==> config.mk <==
export PLATFORM = sky130hd
export DESIGN_NAME = rpmc_top
export DESIGN_NICKNAME = d
export VERILOG_FILES = /design/src/rtl/rpmc_pkg.sv /design/src/rtl/rpmc_delay.sv /design/src/rtl/rpmc_top.sv
export SDC_FILE = /design/constraint.sdc
export NUM_CORES = 1
export LEC_CHECK = 0
export BUFFER_PORTS_ARGS = -buffer_cell sky130_fd_sc_hd__buf_2
export CAP_MARGIN = 20
export CORE_ASPECT_RATIO = 1.75
export CORE_MARGIN = 2
export CORE_UTILIZATION = 45
export DETAILED_ROUTE_END_ITERATION = 8
export GPL_TIMING_DRIVEN = 0
export PLACE_DENSITY_LB_ADDON = 0.2
export SKIP_CTS_REPAIR_TIMING = 1
export SLEW_MARGIN = 20
export SYNTH_ARGS = -nofsm -noshare
export SYNTH_HDL_FRONTEND = slang
export SYNTH_SLANG_ARGS = --single-unit
==> constraint.sdc <==
create_clock -name CLOCK_I -period 2.45 [get_ports CLOCK_I]
set_clock_uncertainty 0.2 [all_clocks]
set_input_delay 0.3675 -clock CLOCK_I [delete_from_list [all_inputs] [get_ports CLOCK_I]]
set_output_delay 0.3675 -clock CLOCK_I [all_outputs]
set_load 0.02 [all_outputs]
==> src/rtl/rpmc_pkg.sv <==
package rpmc_pkg;

  // APB address width and register indices; byte address is four times the index
  localparam int RPMC_ADDR_W = 12;
  localparam logic [7:0] PCTL_IDX = 8'h87;
  localparam logic [7:0] WAKE_CFG_IDX = 8'h88;
  localparam logic [7:0] MODE_STAT_IDX = 8'h89;
  localparam logic [11:0] PCTL_ADDR = {2'h0, PCTL_IDX, 2'h0};
  localparam logic [11:0] WAKE_CFG_ADDR = {2'h0, WAKE_CFG_IDX, 2'h0};
  localparam logic [11:0] MODE_STAT_ADDR = {2'h0, MODE_STAT_IDX, 2'h0};

  // power_control fields
  localparam int IDLE_BIT = 0;
  localparam int PWRDN_BIT = 1;
  localparam int GFLAG0_BIT = 2;
  localparam int GFLAG1_BIT = 3;
  localparam int PWROFF_BIT = 4;
  localparam int RSVD_BIT = 5;
  localparam int FRAME_SEL_BIT = 6;
  localparam int BAUD_DBL_BIT = 7;
  localparam logic [7:0] PCTL_RST = 8'h00;

  // wake_config fields
  localparam int WK_EN_IRQ0_BIT = 0;
  localparam int WK_EN_IRQ1_BIT = 1;
  localparam int WK_EN_KBD_BIT = 2;
  localparam int WK_EN_USB_BIT = 3;
  localparam int WK_EDGE_IRQ0_BIT = 4;
  localparam int WK_EDGE_IRQ1_BIT = 5;
  localparam logic [7:0] WAKE_CFG_RST = 8'h00;

  // mode_status fields
  localparam int ST_IDLE_BIT = 0;
  localparam int ST_SLEEP_BIT = 1;
  localparam int ST_OSC_BIT = 2;
  localparam int ST_KBD_BIT = 3;
  localparam int ST_RST_BIT = 4;

  // Timing, in oscillator clock periods
  localparam int RST_PULSE_CYCLES = 96;
  localparam int POR_DELAY_CYCLES = 1024;
  localparam int KBD_WAKE_CYCLES = 1024;
  localparam int EXT_RST_MIN_CYCLES = 24;

  typedef enum logic [1:0] {PM_OFF, PM_WAIT_XTAL, PM_COUNT, PM_RUN} rpmc_pm_state_t;
  typedef enum logic [2:0] {MD_RUN, MD_IDLE, MD_DOWN_SLEEP, MD_DOWN_OSC, MD_DOWN_KBD}
    rpmc_mode_t;

endpackage

==> src/rtl/rpmc_delay.sv <==
`timescale 1ns/100ps
module rpmc_delay #(
  parameter int COUNT = 16
) (
  input wire logic clock_i,
  input wire logic clear_i,
  input wire logic run_i,
  output logic done_o
);
  localparam int CW = $clog2(COUNT + 1);
  localparam logic [CW-1:0] LAST = CW'(COUNT - 1);

  logic [CW-1:0] count_r;

  // Saturates at the last count so done stays up while run is held
  always_ff @(posedge clock_i) begin
    if (clear_i) begin
      count_r <= '0;
    end else if (run_i && count_r != LAST) begin
      count_r <= count_r + 1'b1;
    end
  end

  assign done_o = run_i && !clear_i && (count_r == LAST);
endmodule

==> src/rtl/rpmc_top.sv <==
// The APB slave port is this design's own decision.
`timescale 1ns/100ps
// How it works
// - Internal reset merges power monitor, watchdog, counter-array watchdog, reset pin.
// - Watchdog overflow pulls the reset pin low for 96 clock periods.
// - Supply below safe level holds internal reset from power-up on.
// - Safe supply and toggling crystal start 1024 clocks before reset release.
// - Supply dropping while running asserts internal reset with no delay.
// - Setting idle bit gates CPU clock; interrupts, timers, serial keep clocks.
// - Idle keeps CPU state and ports; both strobes held high.
// - Enabled interrupt in idle clears idle bit and restarts the CPU.
// - Hardware reset ends idle; pin must stay low 24 clock periods.
// - Power-down bit stops the oscillator; registers are kept meanwhile.
// - Power-down ends only on reset or enabled external, keyboard, USB wake.
// - Keyboard wake waits 1024 clocks before running again.
// - Low wake pin restarts oscillator; first release finishes the exit.
// - After wake service the CPU continues after the power-down instruction.
// - Reset exit reinitialises registers; interrupt exit keeps them.
// - Idle plus power-down bits behave as power-down; both cleared on exit.
// - Low power with internal memory: port 0 only drives zeros.
// - Power-off flag set at power-up, software may set or clear it.
// - Two general flags are plain software storage.
// - Power-down bit set by software, cleared by any reset.
// - Bit 7 doubles baud rate; bit 6 selects framing error flag view.
// - Reserved bit 5 reads zero.
module rpmc_top
  import rpmc_pkg::*;
#(
  parameter int RST_PULSE = rpmc_pkg::RST_PULSE_CYCLES,
  parameter int POR_CYCLES = rpmc_pkg::POR_DELAY_CYCLES,
  parameter int KBD_CYCLES = rpmc_pkg::KBD_WAKE_CYCLES,
  parameter int EXT_RST_MIN = rpmc_pkg::EXT_RST_MIN_CYCLES
) (
  input wire logic CLOCK_I,
  input wire logic RST_I,
  input wire logic PSEL_I,
  input wire logic PENABLE_I,
  input wire logic PWRITE_I,
  input wire logic [rpmc_pkg::RPMC_ADDR_W-1:0] PADDR_I,
  input wire logic [31:0] PWDATA_I,
  output logic [31:0] PRDATA_O,
  output logic PREADY_O,
  output logic PSLVERR_O,
  input wire logic SUPPLY_OK_I,
  input wire logic CRYSTAL_OK_I,
  input wire logic WATCHDOG_OVF_I,
  input wire logic PCA_WATCHDOG_RST_I,
  input wire logic RST_PIN_N_I,
  output logic RST_PIN_O,
  output logic RST_PIN_OE_O,
  input wire logic IRQ_PENDING_I,
  input wire logic EXT_IRQ0_N_I,
  input wire logic EXT_IRQ1_N_I,
  input wire logic KBD_IRQ_I,
  input wire logic USB_IRQ_I,
  input wire logic EXT_PROG_MEM_I,
  input wire logic ADDR_LATCH_CORE_I,
  input wire logic PROG_STROBE_CORE_I,
  input wire logic [7:0] P0_LATCH_I,
  input wire logic [7:0] P0_CORE_OE_I,
  input wire logic [7:0] P2_DATA_I,
  input wire logic [7:0] P2_ADDR_I,
  input wire logic P2_ADDR_SEL_I,
  output logic [7:0] P0_O,
  output logic [7:0] P0_OE_O,
  output logic [7:0] P2_O,
  output logic ADDR_LATCH_STROBE_O,
  output logic PROG_STROBE_O,
  output logic INTERNAL_RST_O,
  output logic CPU_CLK_EN_O,
  output logic PERIPH_CLK_EN_O,
  output logic OSC_EN_O,
  output logic BAUD_DOUBLE_O,
  output logic FRAME_ERR_SEL_O
);
  import rpmc_pkg::*;

  logic [7:0] pctl_r;
  logic [7:0] wake_cfg_r;
  rpmc_pm_state_t pm_state_r, pm_state_nxt;
  rpmc_mode_t mode_r, mode_nxt;
  logic int_rst_r;
  logic pin_oe_r, pin_val_r;
  logic pulse_done, por_done, kbd_done, ext_rst_done;
  logic pof_set, clr_idle, clr_both;
  logic low_pw, in_down;
  logic [1:0] irq_low, irq_prev_r, irq_fall, edge_seen_r, held_r, irq_req;
  logic kbd_req, usb_req, release_any;
  logic pready_r, pslverr_r;
  logic [31:0] prdata_r;
  logic setup, access, aligned, mapped, pctl_wr, wake_wr;
  logic cpu_en_r, periph_en_r, osc_en_r;
  logic ale_r, pstb_r;
  logic [7:0] p0_r, p0_oe_r, p2_r;
  logic [15:0] por_seen_r;

  // APB slave
  assign setup = PSEL_I && !PENABLE_I;
  assign access = PSEL_I && PENABLE_I && pready_r;
  assign aligned = (PADDR_I[1:0] == 2'h0);
  assign mapped = aligned && (PADDR_I == PCTL_ADDR || PADDR_I == WAKE_CFG_ADDR ||
                              PADDR_I == MODE_STAT_ADDR);
  assign pctl_wr = access && PWRITE_I && (PADDR_I == PCTL_ADDR) && !int_rst_r;
  assign wake_wr = access && PWRITE_I && (PADDR_I == WAKE_CFG_ADDR) && !int_rst_r;

  // One wait-free access phase: the answer is prepared during setup
  always_ff @(posedge CLOCK_I) begin
    if (RST_I) begin
      pready_r <= 1'b0;
      pslverr_r <= 1'b0;
      prdata_r <= 32'h0000_0000;
    end else begin
      pready_r <= setup;
      pslverr_r <= setup && !mapped;
      prdata_r <= 32'h0000_0000;
      if (setup && !PWRITE_I && aligned) begin
        if (PADDR_I == PCTL_ADDR) begin
          prdata_r <= {24'h00_0000, pctl_r & ~(8'h01 << RSVD_BIT)};
        end else if (PADDR_I == WAKE_CFG_ADDR) begin
          prdata_r <= {24'h00_0000, wake_cfg_r};
        end else if (PADDR_I == MODE_STAT_ADDR) begin
          prdata_r <= {27'h000_0000, int_rst_r, mode_r == MD_DOWN_KBD,
                       mode_r == MD_DOWN_OSC, mode_r == MD_DOWN_SLEEP, mode_r == MD_IDLE};
        end
      end
    end
  end

  assign pof_set = (pm_state_r == PM_OFF) && SUPPLY_OK_I;

  always_ff @(posedge CLOCK_I) begin
    if (RST_I) begin
      pctl_r <= PCTL_RST;
    end else begin
      if (int_rst_r) begin
        pctl_r[BAUD_DBL_BIT] <= 1'b0;
        pctl_r[FRAME_SEL_BIT] <= 1'b0;
        pctl_r[GFLAG1_BIT] <= 1'b0;
        pctl_r[GFLAG0_BIT] <= 1'b0;
        pctl_r[PWRDN_BIT] <= 1'b0;
        pctl_r[IDLE_BIT] <= 1'b0;
      end else begin
        if (pctl_wr) begin
          pctl_r[BAUD_DBL_BIT] <= PWDATA_I[BAUD_DBL_BIT];
          pctl_r[FRAME_SEL_BIT] <= PWDATA_I[FRAME_SEL_BIT];
          pctl_r[PWROFF_BIT] <= PWDATA_I[PWROFF_BIT];
          pctl_r[GFLAG1_BIT] <= PWDATA_I[GFLAG1_BIT];
          pctl_r[GFLAG0_BIT] <= PWDATA_I[GFLAG0_BIT];
          pctl_r[PWRDN_BIT] <= PWDATA_I[PWRDN_BIT];
          pctl_r[IDLE_BIT] <= PWDATA_I[IDLE_BIT];
        end
        if (clr_idle || clr_both) begin
          pctl_r[IDLE_BIT] <= 1'b0;
        end
        if (clr_both) begin
          pctl_r[PWRDN_BIT] <= 1'b0;
        end
      end
      // hardware set wins over a clear
      if (pof_set) begin
        pctl_r[PWROFF_BIT] <= 1'b1;
      end
      pctl_r[RSVD_BIT] <= 1'b0;
    end
  end

  always_ff @(posedge CLOCK_I) begin
    if (RST_I || int_rst_r) begin
      wake_cfg_r <= WAKE_CFG_RST;
    end else if (wake_wr) begin
      wake_cfg_r <= PWDATA_I[7:0];
    end
  end

  // Power monitor
  always_comb begin
    pm_state_nxt = pm_state_r;
    if (!SUPPLY_OK_I) begin
      // drop goes straight back to reset
      pm_state_nxt = PM_OFF;
    end else begin
      unique case (pm_state_r)
        PM_OFF: pm_state_nxt = PM_WAIT_XTAL;
        PM_WAIT_XTAL: if (CRYSTAL_OK_I) pm_state_nxt = PM_COUNT;
        PM_COUNT: if (por_done) pm_state_nxt = PM_RUN;
        PM_RUN: pm_state_nxt = PM_RUN;
      endcase
    end
  end

  always_ff @(posedge CLOCK_I) begin
    if (RST_I) begin
      pm_state_r <= PM_OFF;
    end else begin
      pm_state_r <= pm_state_nxt;
    end
  end

  rpmc_delay #(.COUNT(POR_CYCLES)) u_por_delay (
    .clock_i(CLOCK_I),
    .clear_i(RST_I || pm_state_r != PM_COUNT),
    .run_i(pm_state_r == PM_COUNT),
    .done_o(por_done)
  );

  // Reset-pin filter; the same pin carries our own watchdog pulse back in
  rpmc_delay #(.COUNT(EXT_RST_MIN)) u_ext_rst (
    .clock_i(CLOCK_I),
    .clear_i(RST_I || RST_PIN_N_I),
    .run_i(!RST_PIN_N_I),
    .done_o(ext_rst_done)
  );

  always_ff @(posedge CLOCK_I) begin
    // filtered pin reset also ends idle
    int_rst_r <= RST_I || !SUPPLY_OK_I || pm_state_r != PM_RUN || pin_oe_r ||
                 PCA_WATCHDOG_RST_I || ext_rst_done;
  end

  // Watchdog reset pulse on the open-drain pin
  rpmc_delay #(.COUNT(RST_PULSE)) u_pulse (
    .clock_i(CLOCK_I),
    .clear_i(RST_I || !pin_oe_r),
    .run_i(pin_oe_r),
    .done_o(pulse_done)
  );

  always_ff @(posedge CLOCK_I) begin
    if (RST_I) begin
      pin_oe_r <= 1'b0;
      pin_val_r <= 1'b1;
    end else if (!pin_oe_r && WATCHDOG_OVF_I) begin
      pin_oe_r <= 1'b1;
      pin_val_r <= 1'b0;
    end else if (pulse_done) begin
      pin_oe_r <= 1'b0;
      pin_val_r <= 1'b1;
    end
  end

  // Wake sources
  assign irq_low = {!EXT_IRQ1_N_I, !EXT_IRQ0_N_I};
  assign irq_fall = irq_prev_r & irq_low;
  assign in_down = (mode_r == MD_DOWN_SLEEP || mode_r == MD_DOWN_OSC ||
                    mode_r == MD_DOWN_KBD);
  assign low_pw = (mode_r != MD_RUN);

  // only enabled sources, level or edge
  assign irq_req[0] = wake_cfg_r[WK_EN_IRQ0_BIT] && (wake_cfg_r[WK_EDGE_IRQ0_BIT] ?
                      (edge_seen_r[0] || irq_fall[0]) : irq_low[0]);
  assign irq_req[1] = wake_cfg_r[WK_EN_IRQ1_BIT] && (wake_cfg_r[WK_EDGE_IRQ1_BIT] ?
                      (edge_seen_r[1] || irq_fall[1]) : irq_low[1]);
  assign kbd_req = wake_cfg_r[WK_EN_KBD_BIT] && KBD_IRQ_I;
  assign usb_req = wake_cfg_r[WK_EN_USB_BIT] && USB_IRQ_I;
  // first held pin to go high ends the exit
  assign release_any = |(held_r & ~irq_low);

  always_ff @(posedge CLOCK_I) begin
    if (RST_I) begin
      irq_prev_r <= 2'h0;
      edge_seen_r <= 2'h0;
      held_r <= 2'h0;
    end else begin
      irq_prev_r <= ~irq_low;
      edge_seen_r <= in_down ? (edge_seen_r | irq_fall) : 2'h0;
      held_r <= in_down ? (held_r | irq_req) : 2'h0;
    end
  end

  rpmc_delay #(.COUNT(KBD_CYCLES)) u_kbd_wait (
    .clock_i(CLOCK_I),
    .clear_i(RST_I || mode_r != MD_DOWN_KBD),
    .run_i(mode_r == MD_DOWN_KBD),
    .done_o(kbd_done)
  );

  // Mode sequencing
  always_comb begin
    mode_nxt = mode_r;
    clr_idle = 1'b0;
    clr_both = 1'b0;
    if (int_rst_r) begin
      mode_nxt = MD_RUN;
    end else begin
      unique case (mode_r)
        MD_RUN: begin
          if (pctl_r[PWRDN_BIT]) begin
            mode_nxt = MD_DOWN_SLEEP;
          end else if (pctl_r[IDLE_BIT]) begin
            mode_nxt = MD_IDLE;
          end
        end
        MD_IDLE: begin
          if (IRQ_PENDING_I) begin
            mode_nxt = MD_RUN;
            clr_idle = 1'b1;
          end
        end
        MD_DOWN_SLEEP: begin
          if (|irq_req) begin
            mode_nxt = MD_DOWN_OSC;
          end else if (kbd_req) begin
            mode_nxt = MD_DOWN_KBD;
          end else if (usb_req) begin
            mode_nxt = MD_RUN;
            clr_both = 1'b1;
          end
        end
        MD_DOWN_OSC: begin
          if (release_any) begin
            mode_nxt = MD_RUN;
            clr_both = 1'b1;
          end
        end
        MD_DOWN_KBD: begin
          if (kbd_done) begin
            mode_nxt = MD_RUN;
            clr_both = 1'b1;
          end
        end
        default: mode_nxt = MD_RUN;
      endcase
    end
  end

  always_ff @(posedge CLOCK_I) begin
    if (RST_I) begin
      mode_r <= MD_RUN;
    end else begin
      mode_r <= mode_nxt;
    end
  end

  always_ff @(posedge CLOCK_I) begin
    if (RST_I) begin
      cpu_en_r <= 1'b1;
      periph_en_r <= 1'b1;
      osc_en_r <= 1'b1;
    end else begin
      cpu_en_r <= (mode_nxt == MD_RUN);
      periph_en_r <= (mode_nxt == MD_RUN || mode_nxt == MD_IDLE);
      osc_en_r <= (mode_nxt != MD_DOWN_SLEEP);
    end
  end

  // Pins and strobes; in idle and power-down port 0 drives only zeros and port 2 ignores the core address select
  always_ff @(posedge CLOCK_I) begin
    if (RST_I) begin
      ale_r <= 1'b1;
      pstb_r <= 1'b1;
    end else if (in_down) begin
      ale_r <= 1'b0;
      pstb_r <= 1'b0;
    end else if (mode_r == MD_IDLE) begin
      ale_r <= 1'b1;
      pstb_r <= 1'b1;
    end else begin
      ale_r <= ADDR_LATCH_CORE_I;
      pstb_r <= PROG_STROBE_CORE_I;
    end
  end

  always_ff @(posedge CLOCK_I) begin
    if (RST_I) begin
      p0_r <= 8'h00;
      p0_oe_r <= 8'h00;
    end else if (!low_pw) begin
      p0_r <= P0_LATCH_I;
      p0_oe_r <= P0_CORE_OE_I;
    end else if (EXT_PROG_MEM_I) begin
      p0_r <= 8'h00;
      p0_oe_r <= 8'h00;
    end else begin
      p0_r <= 8'h00;
      p0_oe_r <= ~P0_LATCH_I;
    end
  end

  always_ff @(posedge CLOCK_I) begin
    if (RST_I) begin
      p2_r <= 8'h00;
    end else if (mode_r == MD_IDLE) begin
      p2_r <= EXT_PROG_MEM_I ? P2_ADDR_I : P2_DATA_I;
    end else if (in_down) begin
      p2_r <= P2_DATA_I;
    end else begin
      p2_r <= P2_ADDR_SEL_I ? P2_ADDR_I : P2_DATA_I;
    end
  end

  assign PRDATA_O = prdata_r;
  assign PREADY_O = pready_r;
  assign PSLVERR_O = pslverr_r;
  assign RST_PIN_O = pin_val_r;
  assign RST_PIN_OE_O = pin_oe_r;
  assign INTERNAL_RST_O = int_rst_r;
  assign CPU_CLK_EN_O = cpu_en_r;
  assign PERIPH_CLK_EN_O = periph_en_r;
  assign OSC_EN_O = osc_en_r;
  assign BAUD_DOUBLE_O = pctl_r[BAUD_DBL_BIT];
  assign FRAME_ERR_SEL_O = pctl_r[FRAME_SEL_BIT];
  assign ADDR_LATCH_STROBE_O = ale_r;
  assign PROG_STROBE_O = pstb_r;
  assign P0_O = p0_r;
  assign P0_OE_O = p0_oe_r;
  assign P2_O = p2_r;

  always_ff @(posedge CLOCK_I) begin
    if (RST_I || pm_state_r != PM_COUNT) begin
      por_seen_r <= 16'h0000;
    end else begin
      por_seen_r <= por_seen_r + 16'h0001;
    end
  end
endmodule

# [Word-level counts from Yosys, hierarchy flattened]
# Cells that the tools add are included.
[classes] n_addsub=4 n_mul=0 div=0 n_lt_le_gt_ge=0 n_eq_ne=26 shifts=0 n_mux=45 bitwise=9 n_reduce_logical=81
[op_table] cell="8-bit two-way mux" count=8
[op_table] cell="12-bit by 10-bit == test with 1-bit output, second input constant" count=3
[op_table] cell="1-bit logical AND" count=30
[op_table] cell="3-bit two-way mux" count=9
[op_table] cell="11-bit by 1-bit adder with 11-bit output, second input constant" count=2
[op_table] cell="11-bit by 10-bit == test with 1-bit output, second input constant" count=2
[op_table] cell="11-bit by 10-bit inequality test with 1-bit output, second input constant" count=2
[op_table] cell="1-bit two-way mux" count=21
[op_table] cell="1-bit logical OR" count=18
[op_table] cell="3-bit one-hot mux with 5 select lines" count=1
[op_table] cell="2-bit OR reduction" count=7
[op_table] cell="1-bit logical NOT" count=13
[op_table] cell="5-bit two-way mux" count=2
[op_table] cell="3-bit OR reduction" count=3
[op_table] cell="2-bit inequality test, second input constant" count=4
[op_table] cell="8-bit NOT" count=1
[op_table] cell="2-bit one-hot mux with 4 select lines" count=1
[op_table] cell="7-bit by 1-bit adder with 7-bit output, second input constant" count=1
[op_table] cell="7-bit == test, second input constant" count=1
[op_table] cell="7-bit inequality test, second input constant" count=1
[op_table] cell="3-bit by 1-bit == test with 1-bit output, second input constant" count=2
[op_table] cell="3-bit by 2-bit == test with 1-bit output, second input constant" count=2
[op_table] cell="3-bit logical NOT" count=2
[op_table] cell="5-bit by 1-bit adder with 5-bit output, second input constant" count=1
[op_table] cell="19 further kinds" count=28
[totals] regBits=126 latchBits=0 ram_bits=0 rom_bits=0 input_bits=95 out_inout_bits=68 n_memories=0

# [Longest topological paths before layout]
[logic_depth] depth_word=11 depth_mapped=7

# [Hierarchy]
# Synthesis repeated with hierarchy kept, for this count alone.
[unflattened] hier_cells=528 hier_area_um2=4838.4
[modules_own_cells] mod="rpmc_top" n_inst=1 cells_per_inst=309 area_per_inst_um2=2862.7 seq_area_each_um2=1361.3
[modules_own_cells] mod="rpmc_delay (u_kbd_wait ...)" n_inst=2 cells_per_inst=72 area_per_inst_um2=656.9 seq_area_each_um2=220.2
[modules_own_cells] mod="rpmc_delay (u_pulse)" n_inst=1 cells_per_inst=48 area_per_inst_um2=410.4 seq_area_each_um2=140.1
[modules_own_cells] mod="rpmc_delay (u_ext_rst)" n_inst=1 cells_per_inst=27 area_per_inst_um2=251.5 seq_area_each_um2=100.1

# [Least setup slack after synthesis]
# OpenSTA, ideal clock, no wires.
[synth_path] path_type="input to register" startpoint="in PADDR_I[6] (netlist bit)" endpoint="reg wake_cfg_r[0]" t_arrival_ns=1.562 required_ns=2.122 slack_ns=0.561 cell_stages=5 n_path_buf=0 cell_sequence="or4b_4 > nor3_4 > nand2_4 > mux2i_1 > nor2_1"
[synth_between] elab_chain_cells=3
[synth_rtl] item="from (decl)" line_no="rpmc_top.sv:39" source="input wire logic [rpmc_pkg::RPMC_ADDR_W-1:0] PADDR_I,"
[synth_rtl] item="12-bit by 10-bit == test with 1-bit output" line_no="rpmc_top.sv:104" source="assign wake_wr = access && PWRITE_I && (PADDR_I == WAKE_CFG_ADDR) && !int_rst_r;"
[synth_rtl] item="1-bit logical AND (2 in a row)" line_no="rpmc_top.sv:104"
[synth_rtl] item="to (signal assigned)" line_no="rpmc_top.sv:171" source="wake_cfg_r <= PWDATA_I[7:0];"
[synth_rtl] item="to (decl)" line_no="rpmc_top.sv:79" source="logic [7:0] wake_cfg_r;"
# No other way between the ends.
# A chain may end at the register's enable or synchronous reset.

# [Final worst setup path]
[layout_path] startpoint="reg mode_r[2]" endpoint="reg p2_r[4] (netlist: P2_O[4])"
[layout_between] elab_chain_cells=5 elab_cells_between_ends=8
[layout_rtl] item="from (decl)" line_no="rpmc_top.sv:81" source="rpmc_mode_t mode_r, mode_nxt;"
[layout_rtl] item="from (signal assigned)" line_no="rpmc_top.sv:330" source="mode_r <= mode_nxt;"
[layout_rtl] item="3-bit by 2-bit == test with 1-bit output" line_no="rpmc_top.sv:244" source="assign in_down = (mode_r == MD_DOWN_SLEEP || mode_r == MD_DOWN_OSC ||"
[layout_rtl] item="1-bit logical OR (2 in a row)" line_no="rpmc_top.sv:244"
[layout_rtl] item="8-bit two-way mux" line_no="rpmc_top.sv:384" source="end else if (in_down) begin"
[layout_rtl] item="8-bit two-way mux *" line_no="rpmc_top.sv:382" source="end else if (mode_r == MD_IDLE) begin"
[layout_rtl] item="to (signal assigned)" line_no="rpmc_top.sv:383" source="p2_r <= EXT_PROG_MEM_I ? P2_ADDR_I : P2_DATA_I;"
[layout_rtl] item="to (signal assigned)" line_no="rpmc_top.sv:387" source="p2_r <= P2_ADDR_SEL_I ? P2_ADDR_I : P2_DATA_I;"
[layout_rtl] item="to (decl)" line_no="rpmc_top.sv:94" source="logic [7:0] p0_r, p0_oe_r, p2_r;"
# Mark *: on every way between the ends. The rest lies on a longest branch, timed or not.

==> impl_summary.log <==
INFO  metric final_max_slew_viol_count = 0
INFO  metric synth-seq-cells = 102
INFO  metric coreArea = 9410 um2
INFO  metric finalWorstPathRequiredPeriod = 2.28 ns
INFO  metric detailroute.via_count = 3661
INFO  metric post_synthesis_area_per_instance = 9.30 um2
INFO  metric grt_first_pass_wirelength = 15700 um
INFO  metric hold_viol = 0
INFO  metric finalWirelength = 9530 um
INFO  metric dr_vias_cell = 4.96
INFO  metric synthDominantCellAreaShare = 47.4%
INFO  metric holdCritPathClass = input port to register
INFO  metric worstPathCellList = buf_2, nor3b_1, a22o_1, buf_4, mux2i_1, nor2_1
INFO  metric final_min_period_over_clock_period = 92.9%
INFO  metric delay_of_the_slowest_cell_on_the_worst_path = 0.69 ns
INFO  metric synth-warning-count = 0
INFO  metric gp_congestion = 0.831
INFO  metric leakagePower = 2.42 nW
INFO  metric cpMaxStageDelayCell = nor3b_1
INFO  metric setup_viol = 0
INFO  metric path_clk_slew = 0.07 ns
INFO  metric drt_first_iter_violations = 155
INFO  metric drt_first_pass_iters = 4
INFO  metric fmax = 439 MHz
INFO  metric clock_tree.root_cell = clkbuf_16
INFO  metric buffer_ports.inserted = 114
INFO  metric crit_path_end_kind = register
INFO  metric vdd.ir_drop.worst = 0.000378 V
INFO  metric slew_headroom = 44.2%
INFO  metric fin_util = 58.1%
INFO  metric number_of_antenna_violations_at_the_first_check_in_global_routing = 0
INFO  metric floorplan.io_pins = 163
INFO  metric dpl-instance-area = 5120 um2
INFO  metric die_h = 133 um
INFO  metric power_density = 659 nW/um2
INFO  metric detailedPlacementHpwl = 7420 um
INFO  metric critPathKind = register to register
INFO  metric antenna-diode-count = 0
INFO  metric cts.sink_count = 102
INFO  metric synth-seq-area-share = 47.4%
INFO  metric sequential_cell_area = 2040 um2
INFO  metric number_of_max_cap_violations = 0
INFO  metric start_util = 45.8%
INFO  metric drc = 0
INFO  metric drt-wirelength-per-cell = 12.9 um
INFO  metric path_max_fanout = 10
INFO  metric synthesis.area = 4310 um2
INFO  metric synth_edf_count = 0
INFO  metric total_power = 3.60 mW
INFO  metric grt_setup_unrepaired = no
INFO  metric netlist-cell-type-count = 59
INFO  metric cts_tree = yes
INFO  metric num-fill-cells = 898
INFO  metric worst-endpoint-required = 2.47 ns
INFO  metric syn_to_final_growth = 26.9%
INFO  metric largest_net_degree_at_the_start_of_global_routing = 18
INFO  metric track_usage = 18.9%
INFO  metric worst-endpoint-arrival = 2.29 ns
INFO  metric ratio_of_cells_with_drive_above_1_in_the_final_layout = 28.7%
INFO  metric antenna_left = 0
INFO  metric tightestPinTransition = 0.829 ns
INFO  metric global_route.overflow_total = 0
INFO  metric synth_flop_cell = dfxtp_1
INFO  metric number_of_nets_in_the_finished_design = 710
INFO  metric post_synth_main_area_contributors = dfxtp_1 47%, mux2i_1 6.5%, nor2_1 6.4%, buf_4 4.4%, xor2_1 2.8%
INFO  metric synth_area_leader_cell = dfxtp_1
INFO  metric maximum_level_of_the_cts_h_tree = 3
INFO  metric cts-root-to-sink-buffers = 2
INFO  metric via_count_of_the_first_global_routing_pass = 3537
INFO  metric chipWidth = 78.0 um
INFO  metric final_area = 5460 um2
INFO  metric netlist_instances = 463
INFO  metric dieArea = 10400 um2
INFO  metric ys_async_sr_fraction = 0%
INFO  metric multi_input_area = 2050 um2
INFO  metric row_cnt = 47
INFO  metric clk_latency = 0.34 ns
INFO  metric worst_setup_path_start_kind = register
INFO  metric cts_made_buffers = 9
INFO  metric fin_tns_setup = 0 ns
INFO  metric outcome = completed
[state kept, by name, indices dropped and copies added (netlist names), 2 cells and up]
register	count
u_kbd_wait.count_r	11
u_por_delay.count_r	11
P0_OE_O	8
P0_O	8
P2_O	8
PRDATA_O	8
wake_cfg_r	8
pctl_r	7
u_pulse.count_r	7
u_ext_rst.count_r	5
mode_r	3
edge_seen_r	2
held_r	2
irq_prev_r	2
pm_state_r	2
[worst paths after layout]
check	slack, ns	startpoint	end	cells past startpoint
max	0.17	mode_r[2]	P2_O[4]	6
min	0.02	P0_CORE_OE_I[4]	P0_OE_O[4]	3
max reg2reg	0.17	mode_r[2]	P2_O[4]	6
min reg2reg	0.23	u_por_delay.count_r[10]	u_por_delay.count_r[10]	2
[metrics by stage]
| step | std cells | hold WS (ns) | setup WS, ns |
|---|---|---|---|
| after detailed placement | 722 | 0.220 | 0.175 |
| after global placement | 722 | 0.213 | 0.166 |
| after floorplan | 486 | 0.204 | 0.561 |
| after global routing | 738 | 0.0236 | 0.0260 |
| final | 738 | 0.0168 | 0.173 |
| after CTS | 738 | 0.00779 | 0.147 |
[report_power, final]
part	leakage [nW]	total, mW	switching, mW	internal, mW
Sequential	0.831	1.71	0.0152	1.69
Combinational	1.42	0.271	0.152	0.119
Clock	0.162	1.62	0.619	1.00
Total	2.42	3.60	0.786	2.81
[cell usage after synthesis (3+ instances only)]
master / number
a211oi_1: 3
a21oi_1: 17
a22oi_1: 5
a31oi_1: 5
and2_1: 9
and3_1: 4
and4_4: 3
buf_4: 25
clkbuf_1: 11
dfxtp_1: 102
ha_1: 4
inv_1: 10
mux2i_1: 28
nand2_1: 26
nand2b_1: 8
nand3_1: 7
nand4_1: 10
nor2_1: 74
nor2b_1: 4
nor3_1: 14
nor3b_1: 5
nor4_1: 4
o21ai_0: 16
o31a_1: 3
or3_1: 6
xnor2_1: 5
xor2_1: 14
[worst max-delay path, delay by kind of cell, from the launching register on]
kind / cells / cell delay [ns]
compound gates: 1 / 0.29
buf+inv: 2 / 0.38
flops: 1 / 0.30
mux: 1 / 0.23
simple gates: 2 / 0.74
[cells in the final DEF (no fill, tap or decap), types with 4 or more instances in the layout]
master	instances
buf_4	25
nand2b_1	8
conb_1	24
xnor2_1	5
nand2_1	26
a31oi_1	5
nor4_1	4
clkbuf_16	9
inv_1	10
or3_1	6
a21oi_1	17
nor2b_1	4
dfxtp_1	102
buf_2	115
clkbuf_1	11
ha_1	4
a22oi_1	5
mux2i_1	28
o21ai_0	16
nor2_1	74
nand3_1	7
and2_1	9
nand4_1	10
nor3_1	14
nor3b_1	5
xor2_1	14
and3_1	4
[layer usage]
layer  wire [um]  part of all wire [%]  global-route usage, %  up-vias
li1            -                     -                      -     1856
met1        3640                    38                   19.3     1674
met2        5130                    54                   35.5      113
met3         534                   5.6                   4.74       18
met4         223                   2.3                   8.09        0
met5           0                     0                      0        -
[cell type report]
class | instances | share of cell area (%)
Multi-Input combinational cell | 333 | 37.5
Sequential cell | 102 | 37.4
Timing Repair Buffer | 114 | 10.4
Buffer | 41 | 4.85
Clock buffer | 9 | 4.12
Tap cell | 122 | 2.79
Clock inverter | 7 | 2.24
Inverter | 10 | 0.687
[logic make-up after synthesis]
logic type,Yosys count,synth area share [%]
buf+inv,51,7.03
mux,30,7.03
simple gates,194,24.3
fa+ha+maj,4,1.16
flops,102,47.4
xor+xnor,19,3.86
other cells,1,0.0871
compound gates,62,9.15
Note: power is estimated with default switching activity, not from simulation.
